File: src/rtl/pm_pkg.sv
// How it works
// - port 3 field 7:6 on pins 0,1,3,4: quasi, push-pull, slow, pull-up
// - port 2 field bits 5:4: quasi, push-pull, slow out, input pull-down
// - bit 3 zero connects card presence pull-up, one disconnects it
// - port 0 field bits 1:0: bus port, reserved, slow output, push-pull
// - full variant reset clears every defined mode bit, bit 2 stays reserved
// - reduced variant has only port 3 field and pull-up bit, reset zero
// - reserved bits read undefined, here zero; never written with ones
// - each led field: off, 2 mA, 4 mA or 10 mA current source
// - led current only drives while its pin is in quasi mode
// - led fields map to port 3 pins 2, 4, 6 and 7 in order
// - reset clears the whole led register, all led drive off
package pm_pkg;
    // ==========================================================
    // bus geometry
    localparam int          ADDR_W        = 12;
    localparam int          DATA_W        = 32;
    localparam logic [1:0]  RESP_OKAY     = 2'h0;
    localparam logic [1:0]  RESP_SLVERR   = 2'h2;
    // ==========================================================
    // register indices and byte addresses (index times four)
    localparam logic [7:0]  MODE_IDX      = 8'h91;
    localparam logic [7:0]  LED_IDX       = 8'hF1;
    localparam logic [11:0] MODE_ADDR     = {2'h0, MODE_IDX, 2'h0};
    localparam logic [11:0] LED_ADDR      = {2'h0, LED_IDX, 2'h0};
    // ==========================================================
    // field positions
    localparam int          P3_LSB        = 6;
    localparam int          P2_LSB        = 4;
    localparam int          PULLUP_OFF_BIT = 3;
    localparam int          P0_LSB        = 0;
    // ==========================================================
    // implemented bits and reset values
    localparam logic [7:0]  MODE_MASK_FULL = 8'hFB;
    localparam logic [7:0]  MODE_MASK_RED  = 8'hC8;
    localparam logic [7:0]  LED_MASK       = 8'hFF;
    localparam logic [7:0]  MODE_RESET     = 8'h00;
    localparam logic [7:0]  LED_RESET      = 8'h00;
    // ==========================================================
    // mode encodings
    localparam logic [1:0]  PM_QUASI      = 2'h0;
    localparam logic [1:0]  PM_PUSH_PULL  = 2'h1;
    localparam logic [1:0]  PM_SLOW_OUT   = 2'h2;
    localparam logic [1:0]  PM_INPUT_WEAK = 2'h3;
    localparam logic [1:0]  P0_BUS_PORT   = 2'h0;
    localparam logic [1:0]  P0_RESERVED   = 2'h1;
    localparam logic [1:0]  P0_SLOW_OUT   = 2'h2;
    localparam logic [1:0]  P0_PUSH_PULL  = 2'h3;
    localparam logic [1:0]  LED_OFF       = 2'h0;
    localparam logic [1:0]  LED_2MA       = 2'h1;
    localparam logic [1:0]  LED_4MA       = 2'h2;
    localparam logic [1:0]  LED_10MA      = 2'h3;
    // ==========================================================
    // port 3 pins steered by the mode field, and led pin map
    localparam logic [7:0]  P3_MODE_PINS  = 8'h1B;
    localparam int          LED_NUM       = 4;
    localparam int          LED_PIN [4]   = '{2, 4, 6, 7};
endpackage : pm_pkg

File: src/rtl/cfg_byte_reg.sv
`timescale 1ns/10ps
module cfg_byte_reg
    import pm_pkg::*;
#(
    parameter logic [7:0] MASK  = 8'hFF,
    parameter logic [7:0] RST_V = 8'h00
) (
    input  wire logic       i_clk,
    input  wire logic       i_rst,
    input  wire logic       i_we,
    input  wire logic [7:0] i_wdata,
    output logic      [7:0] o_q
);
    logic [7:0] q_ff;
    logic [7:0] nxt_q;

    // ==========================================================
    // masked byte register, reserved bits held at zero
    always_comb begin
        nxt_q = q_ff;
        if (i_we) begin
            nxt_q = i_wdata & MASK;
        end
    end

    always_ff @(posedge i_clk) begin
        if (i_rst) begin
            q_ff <= RST_V & MASK;
        end else begin
            q_ff <= nxt_q;
        end
    end

    assign o_q = q_ff;
endmodule : cfg_byte_reg

File: src/rtl/pin_drive_decode.sv
`timescale 1ns/10ps
module pin_drive_decode
    import pm_pkg::*;
(
    input  wire logic [7:0]  i_mode_cfg,
    input  wire logic [7:0]  i_led_cfg,
    output logic      [15:0] o_p3_pin_mode,
    output logic      [1:0]  o_p2_mode,
    output logic      [1:0]  o_p0_mode,
    output logic             o_pullup_en,
    output logic      [7:0]  o_led_current
);
    logic [1:0] port3_mode_field;

    assign port3_mode_field = i_mode_cfg[P3_LSB +: 2];
    assign o_p2_mode        = i_mode_cfg[P2_LSB +: 2];
    assign o_p0_mode        = i_mode_cfg[P0_LSB +: 2];
    assign o_pullup_en      = ~i_mode_cfg[PULLUP_OFF_BIT];

    // ==========================================================
    // per-pin mode of port 3
    genvar gp;
    generate
        for (gp = 0; gp < 8; gp++) begin : g_pin
            assign o_p3_pin_mode[2*gp +: 2] = P3_MODE_PINS[gp] ?
                port3_mode_field : PM_QUASI;
        end
    endgenerate

    // ==========================================================
    // led current, gated by quasi mode of its pin
    genvar gl;
    generate
        for (gl = 0; gl < LED_NUM; gl++) begin : g_led
            localparam int PIN = LED_PIN[gl];
            assign o_led_current[2*gl +: 2] =
                (o_p3_pin_mode[2*PIN +: 2] == PM_QUASI) ?
                i_led_cfg[2*gl +: 2] : LED_OFF;
        end
    endgenerate
endmodule : pin_drive_decode

File: src/rtl/port_mode_led_config.sv
`timescale 1ns/10ps
module port_mode_led_config
    import pm_pkg::*;
#(
    parameter bit REDUCED = 1'b0
) (
    input  wire logic              i_clk,
    input  wire logic              i_rst,
    input  wire logic [ADDR_W-1:0] i_awaddr,
    input  wire logic              i_awvalid,
    output logic                   o_awready,
    input  wire logic [DATA_W-1:0] i_wdata,
    input  wire logic [3:0]        i_wstrb,
    input  wire logic              i_wvalid,
    output logic                   o_wready,
    output logic      [1:0]        o_bresp,
    output logic                   o_bvalid,
    input  wire logic              i_bready,
    input  wire logic [ADDR_W-1:0] i_araddr,
    input  wire logic              i_arvalid,
    output logic                   o_arready,
    output logic      [DATA_W-1:0] o_rdata,
    output logic      [1:0]        o_rresp,
    output logic                   o_rvalid,
    input  wire logic              i_rready,
    output logic      [15:0]       o_port3_pin_mode,
    output logic      [1:0]        o_port2_mode,
    output logic      [1:0]        o_port0_mode,
    output logic                   o_presence_pullup_en,
    output logic      [7:0]        o_led_current
);
    localparam logic [7:0] MODE_MASK = REDUCED ? MODE_MASK_RED
                                               : MODE_MASK_FULL;

    // ==========================================================
    // address decode
    function automatic logic is_mode(input logic [ADDR_W-1:0] a);
        return a[ADDR_W-1:2] == MODE_ADDR[ADDR_W-1:2];
    endfunction : is_mode

    function automatic logic is_led(input logic [ADDR_W-1:0] a);
        return a[ADDR_W-1:2] == LED_ADDR[ADDR_W-1:2];
    endfunction : is_led

    // ==========================================================
    // write channel state
    logic              aw_have_ff;
    logic              nxt_aw_have;
    logic [ADDR_W-1:0] awaddr_ff;
    logic [ADDR_W-1:0] nxt_awaddr;
    logic              w_have_ff;
    logic              nxt_w_have;
    logic [7:0]        wbyte_ff;
    logic [7:0]        nxt_wbyte;
    logic              wlane_ff;
    logic              nxt_wlane;
    logic              awready_ff;
    logic              nxt_awready;
    logic              wready_ff;
    logic              nxt_wready;
    logic              bvalid_ff;
    logic              nxt_bvalid;
    logic [1:0]        bresp_ff;
    logic [1:0]        nxt_bresp;
    logic              wr_fire;
    logic              mode_we;
    logic              led_we;

    assign wr_fire = aw_have_ff && w_have_ff && !bvalid_ff;
    assign mode_we = wr_fire && wlane_ff && is_mode(awaddr_ff);
    assign led_we  = wr_fire && wlane_ff && is_led(awaddr_ff);

    always_comb begin
        nxt_aw_have = aw_have_ff;
        nxt_awaddr  = awaddr_ff;
        nxt_w_have  = w_have_ff;
        nxt_wbyte   = wbyte_ff;
        nxt_wlane   = wlane_ff;
        nxt_bvalid  = bvalid_ff;
        nxt_bresp   = bresp_ff;
        if (i_awvalid && awready_ff) begin
            nxt_aw_have = 1'b1;
            nxt_awaddr  = i_awaddr;
        end
        if (i_wvalid && wready_ff) begin
            nxt_w_have = 1'b1;
            nxt_wbyte  = i_wdata[7:0];
            nxt_wlane  = i_wstrb[0];
        end
        if (bvalid_ff && i_bready) begin
            nxt_bvalid = 1'b0;
        end
        if (wr_fire) begin
            nxt_aw_have = 1'b0;
            nxt_w_have  = 1'b0;
            nxt_bvalid  = 1'b1;
            if (is_mode(awaddr_ff)) begin
                nxt_bresp = RESP_OKAY;
            end else if (is_led(awaddr_ff)) begin
                nxt_bresp = RESP_OKAY;
            end else begin
                nxt_bresp = RESP_SLVERR;
            end
        end
        nxt_awready = !nxt_aw_have && !nxt_bvalid;
        nxt_wready  = !nxt_w_have && !nxt_bvalid;
    end

    always_ff @(posedge i_clk) begin
        if (i_rst) begin
            aw_have_ff <= 1'b0;
            awaddr_ff  <= '0;
            w_have_ff  <= 1'b0;
            wbyte_ff   <= 8'h00;
            wlane_ff   <= 1'b0;
            bvalid_ff  <= 1'b0;
            bresp_ff   <= RESP_OKAY;
            awready_ff <= 1'b0;
            wready_ff  <= 1'b0;
        end else begin
            aw_have_ff <= nxt_aw_have;
            awaddr_ff  <= nxt_awaddr;
            w_have_ff  <= nxt_w_have;
            wbyte_ff   <= nxt_wbyte;
            wlane_ff   <= nxt_wlane;
            bvalid_ff  <= nxt_bvalid;
            bresp_ff   <= nxt_bresp;
            awready_ff <= nxt_awready;
            wready_ff  <= nxt_wready;
        end
    end

    // ==========================================================
    // configuration registers
    logic [7:0] mode_cfg;
    logic [7:0] led_cfg;

    cfg_byte_reg #(
        .MASK  (MODE_MASK),
        .RST_V (MODE_RESET)
    ) u_mode_reg (
        .i_clk   (i_clk),
        .i_rst   (i_rst),
        .i_we    (mode_we),
        .i_wdata (wbyte_ff),
        .o_q     (mode_cfg)
    );

    cfg_byte_reg #(
        .MASK  (LED_MASK),
        .RST_V (LED_RESET)
    ) u_led_reg (
        .i_clk   (i_clk),
        .i_rst   (i_rst),
        .i_we    (led_we),
        .i_wdata (wbyte_ff),
        .o_q     (led_cfg)
    );

    // ==========================================================
    // read channel
    logic              arready_ff;
    logic              nxt_arready;
    logic              rvalid_ff;
    logic              nxt_rvalid;
    logic [DATA_W-1:0] rdata_ff;
    logic [DATA_W-1:0] nxt_rdata;
    logic [1:0]        rresp_ff;
    logic [1:0]        nxt_rresp;

    always_comb begin
        nxt_rvalid = rvalid_ff;
        nxt_rdata  = rdata_ff;
        nxt_rresp  = rresp_ff;
        if (rvalid_ff && i_rready) begin
            nxt_rvalid = 1'b0;
        end
        if (i_arvalid && arready_ff) begin
            nxt_rvalid = 1'b1;
            if (is_mode(i_araddr)) begin
                nxt_rdata = {24'h000000, mode_cfg};
                nxt_rresp = RESP_OKAY;
            end else if (is_led(i_araddr)) begin
                nxt_rdata = {24'h000000, led_cfg};
                nxt_rresp = RESP_OKAY;
            end else begin
                nxt_rdata = '0;
                nxt_rresp = RESP_SLVERR;
            end
        end
        nxt_arready = !nxt_rvalid;
    end

    always_ff @(posedge i_clk) begin
        if (i_rst) begin
            arready_ff <= 1'b0;
            rvalid_ff  <= 1'b0;
            rdata_ff   <= '0;
            rresp_ff   <= RESP_OKAY;
        end else begin
            arready_ff <= nxt_arready;
            rvalid_ff  <= nxt_rvalid;
            rdata_ff   <= nxt_rdata;
            rresp_ff   <= nxt_rresp;
        end
    end

    assign o_awready = awready_ff;
    assign o_wready  = wready_ff;
    assign o_bvalid  = bvalid_ff;
    assign o_bresp   = bresp_ff;
    assign o_arready = arready_ff;
    assign o_rvalid  = rvalid_ff;
    assign o_rdata   = rdata_ff;
    assign o_rresp   = rresp_ff;

    // ==========================================================
    // pad control decode and output registers
    logic [15:0] p3_pin_mode;
    logic [1:0]  p2_mode;
    logic [1:0]  p0_mode;
    logic        pullup_en;
    logic [7:0]  led_current;

    pin_drive_decode u_decode (
        .i_mode_cfg    (mode_cfg),
        .i_led_cfg     (led_cfg),
        .o_p3_pin_mode (p3_pin_mode),
        .o_p2_mode     (p2_mode),
        .o_p0_mode     (p0_mode),
        .o_pullup_en   (pullup_en),
        .o_led_current (led_current)
    );

    logic [15:0] p3_pin_mode_ff;
    logic [1:0]  p2_mode_ff;
    logic [1:0]  p0_mode_ff;
    logic        pullup_en_ff;
    logic [7:0]  led_current_ff;

    always_ff @(posedge i_clk) begin
        if (i_rst) begin
            p3_pin_mode_ff <= 16'h0000;
            p2_mode_ff     <= PM_QUASI;
            p0_mode_ff     <= P0_BUS_PORT;
            pullup_en_ff   <= 1'b1;
            led_current_ff <= 8'h00;
        end else begin
            p3_pin_mode_ff <= p3_pin_mode;
            p2_mode_ff     <= p2_mode;
            p0_mode_ff     <= p0_mode;
            pullup_en_ff   <= pullup_en;
            led_current_ff <= led_current;
        end
    end

    assign o_port3_pin_mode     = p3_pin_mode_ff;
    assign o_port2_mode         = p2_mode_ff;
    assign o_port0_mode         = p0_mode_ff;
    assign o_presence_pullup_en = pullup_en_ff;
    assign o_led_current        = led_current_ff;
endmodule : port_mode_led_config

File: config.mk
export PLATFORM = sky130hd
export DESIGN_NAME = port_mode_led_config
export DESIGN_NICKNAME = d
export VERILOG_FILES = /design/src/rtl/pm_pkg.sv /design/src/rtl/cfg_byte_reg.sv /design/src/rtl/pin_drive_decode.sv /design/src/rtl/port_mode_led_config.sv
export SDC_FILE = /design/constraint.sdc
export NUM_CORES = 1
export LEC_CHECK = 0
export BUFFER_PORTS_ARGS = -buffer_cell sky130_fd_sc_hd__buf_2
export CAP_MARGIN = 20
export CORE_AREA = 3 3 63 109
export DETAILED_ROUTE_END_ITERATION = 6
export DIE_AREA = 0 0 66 112
export GPL_ROUTABILITY_DRIVEN = 0
export GPL_TIMING_DRIVEN = 1
export PLACE_DENSITY = 0.86
export SETUP_SLACK_MARGIN = 0.1
export SLEW_MARGIN = 0
export SYNTH_ARGS = -nofsm -noshare
export SYNTH_HDL_FRONTEND = slang
export SYNTH_SLANG_ARGS = --single-unit
File: constraint.sdc
create_clock -name i_clk -period 5.5 [get_ports i_clk]
set_input_delay 0.825 -clock i_clk [delete_from_list [all_inputs] [get_ports i_clk]]
set_output_delay 0.825 -clock i_clk [all_outputs]
set_load 0.03 [all_outputs]
==> flow_metrics.py <==
metrics = {
    "detailed_routing": {
        "wl_per_cell_microns": 12.09,
        "antenna_left": 0,
        "drc_errors": 0,
        "via_per_inst": 4.794,
        "drtIter0Drc": 118,
        "via_count": 2138,
        "first_pass_iters": 5,
        "drt_wl_total_microns": 5391,
    },
    "placement": {
        "pre_cts_ws_ps": 3447,
        "place_area_sq_um": 2960,
        "place_inst": 430,
        "io_buffers": 71,
        "hpwl_microns": 4026,
    },
    "finish": {
        "nNetsFinal": 428,
        "fillers": 577,
        "area_growth_pct": 17.81,
        "postLayoutCoreUtil": 0.5237,
        "n_antenna_cell": 0,
        "final_cell_mix": "71 x buf_2, 66 x dfxtp_1, 41 x nand2_1",
        "final_common_cell": "buf_2",
        "postLayoutCellArea_sq_um": 3212,
        "instances_no_fill": 446,
        "drive_above_1_share": 0.2541,
    },
    "sta": {
        "timing.final.crit_period_ps": 1986,
        "worst_slew_margin_rel": 0.3729,
        "setup_ws_ps": 3514,
        "max_freq_mhz": 503.6,
        "setup_tns_ps": 0,
        "slew_viol_final": 0,
        "finalSetupViolCount": 0,
        "hold_slack_ps": 425.2,
        "period_share": 0.3611,
        "rsz0062_at_grt": "false",
        "hold_viol": 0,
        "tightest_slew_ps": 940.6,
        "fin_skew_ps": 7.152,
    },
    "pwr": {
        "p_leak_nw": 1.469,
        "switching_share": 0.2338,
        "powerDensity_nw_per_um2": 343.6,
        "clockPowerShare": 0.449,
        "peakVddDrop_uv": 187.8,
        "p_int_uw": 845.7,
        "switching_power_uw": 258.0,
        "seqPwrFrac": 0.453,
        "comb_power_share": 0.098,
        "total_power_mw": 1.104,
    },
    "global_routing": {
        "grt.met2_usage": 0.2721,
        "grt_pass1_wl_microns": 8411,
        "grt_pass1_vias": 1862,
        "grtUsageMet3": 0.04339,
        "grt_max_degree": 61,
        "antenna_found_initial": 0,
        "grt_use_total": 0.1492,
        "grt_overflow_total": 0,
        "gr-usage-met1": 0.1464,
        "grt_busiest_layer": "met2",
    },
    "cts": {
        "ctsResizeCount": 0,
        "hold_buffers": 0,
        "clk_pin_slew_ps": 70,
        "tritoncts": "built",
        "cts.sinks": 66,
        "cts_setup_buffers": 0,
        "cts-root-buf": "clkbuf_8",
        "h-tree-depth": 3,
        "insertion_delay_ps": 330,
        "cts_buffer_depth": 2,
        "cts_buffers": 9,
    },
    "synthesis": {
        "avgSynthCellArea_sq_um": 9.118,
        "yosys_warnings": 0,
        "syn_area_sq_um": 2726,
        "ys_seq_elements": 66,
        "synth-seq-area-share": 0.4846,
        "ys_types": 28,
        "yosysTopAreaCell": "dfxtp_1",
        "netlist.area_leader.share": 0.4846,
        "synth_cells": 299,
        "synthTopCellsByArea": "dfxtp_1 48%, buf_4 11%, nand2_1 5.6%",
    },
    "setup_path": {
        "reg2reg_to": "u_led_reg.o_q[6]",
        "worstPathMaxFanout": 8,
        "cp_top_family": "simple AND/OR/NAND/NOR gates",
        "critPathKind": "reg2reg",
        "reg2reg_depth": 3,
        "startpoint": "awaddr_ff[11]",
        "r2r-start": "awaddr_ff[11]",
        "crit_cells": 3,
        "crit_chain": "or4b_4 -> nor4_4 -> mux2i_1",
        "cp_num_buf_inv": 0,
        "arrival_ps": 2240,
        "cp_slowest_cell": "nor4_4",
        "cp-end-kind": "flip-flop",
        "startpoint_type": "flip-flop",
        "r2r_setup_slack_ps": 3510,
        "cpPeakStageDelay_ps": 730,
        "crit_path_end": "u_led_reg.o_q[6]",
        "critPathRequiredTime_ps": 5760,
    },
    "die": {
        "dieArea_sq_um": 7392,
        "core-area_sq_um": 6133,
        "num_rows": 38,
        "start_util": 0.4445,
        "io_pins": 137,
        "dieWidth_microns": 66,
        "dieHeight_microns": 112,
    },
    "outcome": {
        "status": "finished clean",
    },
    "flow_run": {
        "maxCapViolations": 0,
    },
    "min_path": {
        "hold_class": "reg2reg",
    },
}
cell usage after synthesis (all sizes together):
library cell / count
nor2b: 2
a21oi: 20
and2: 6
nor2: 16
and3: 1
clkbuf: 10
nand2: 41
a211oi: 2
nand4b: 1
conb: 1
or4b: 1
mux2i: 15
and3b: 1
inv: 12
and4b: 1
nand4: 15
nand4bb: 1
buf: 44
nor3: 5
or2: 1
dfxtp: 66
a311oi: 7
o2111a: 1
nand2b: 24
nor4: 5
worst register-to-register path, stage by stage, from the launching register on:
cell and delay (ps):
dfxtp_1 310, or4b_4 580, nor4_4 730, mux2i_1 290
layout make-up:
cell class / instances / area [sq um] / area share
Clock buffer: 11 / 151.4 / 0.04714
Clock inverter: 5 / 100.1 / 0.03116
Inverter: 12 / 45.04 / 0.01402
Multi-Input combinational cell: 200 / 1131 / 0.3522
Sequential cell: 66 / 1321 / 0.4114
Tap cell: 80 / 100.1 / 0.03116
Timing Repair Buffer: 72 / 362.8 / 0.1130
how the worst min path moves through the flow:
stage,endpoint,cells past startpoint,start
5_1_grt,o_presence_pullup_en,1,u_mode_reg.o_q[3]
3_3_place_gp,o_presence_pullup_en,1,u_mode_reg.o_q[3]
3_5_place_dp,o_presence_pullup_en,1,u_mode_reg.o_q[3]
4_1_cts,o_presence_pullup_en,1,u_mode_reg.o_q[3]
6_report,o_presence_pullup_en,1,u_mode_reg.o_q[3]
2_1_floorplan,o_presence_pullup_en,1,u_mode_reg.o_q[3]
sequential cells by signal (all words and copies together) (netlist names):
register / count
aw_have_ff: 1
awaddr_ff: 10
o_arready: 1
o_awready: 1
o_bresp: 1
o_bvalid: 1
o_led_current: 8
o_port0_mode: 2
o_port2_mode: 2
o_port3_pin_mode: 2
o_presence_pullup_en: 1
o_rdata: 8
o_rresp: 1
o_rvalid: 1
o_wready: 1
u_led_reg.o_q: 8
u_mode_reg.o_q: 7
w_have_ff: 1
wbyte_ff: 8
wlane_ff: 1
power groups by stage:
| stage | Clock, mW | Sequential (mW) | Combinational, mW |
|---|---|---|---|
| CTS | 0.508 | 0.500 | 0.108 |
| floorplan | 0 | 0.523 | 0.0863 |
| global route | 0.527 | 0.502 | 0.118 |
| finish | 0.496 | 0.500 | 0.108 |
| global placement | 0 | 0.510 | 0.105 |
| detailed placement | 0 | 0.511 | 0.108 |
metal layers:
metal	part of all wire	wire length, microns	vias up
met1	0.36	1953	975
met5	0	0	-
met4	0.021	114	0
met2	0.53	2884	98
met3	0.081	438	14
li1	-	-	1051
kinds of logic (layout without fill, tap and decap cells):
group                  after synthesis  count (layout)  synth area share
multiplexers                        15              15           0.05507
other                                1              34          0.001375
AO/OA/AOI/OAI                       30              30           0.06884
flip-flops                          66              66            0.4846
AND/OR/NAND/NOR                    121             121            0.2441
buffers and inverters               66             100            0.1459
No activity file was read; power rests on OpenSTA's default activity.
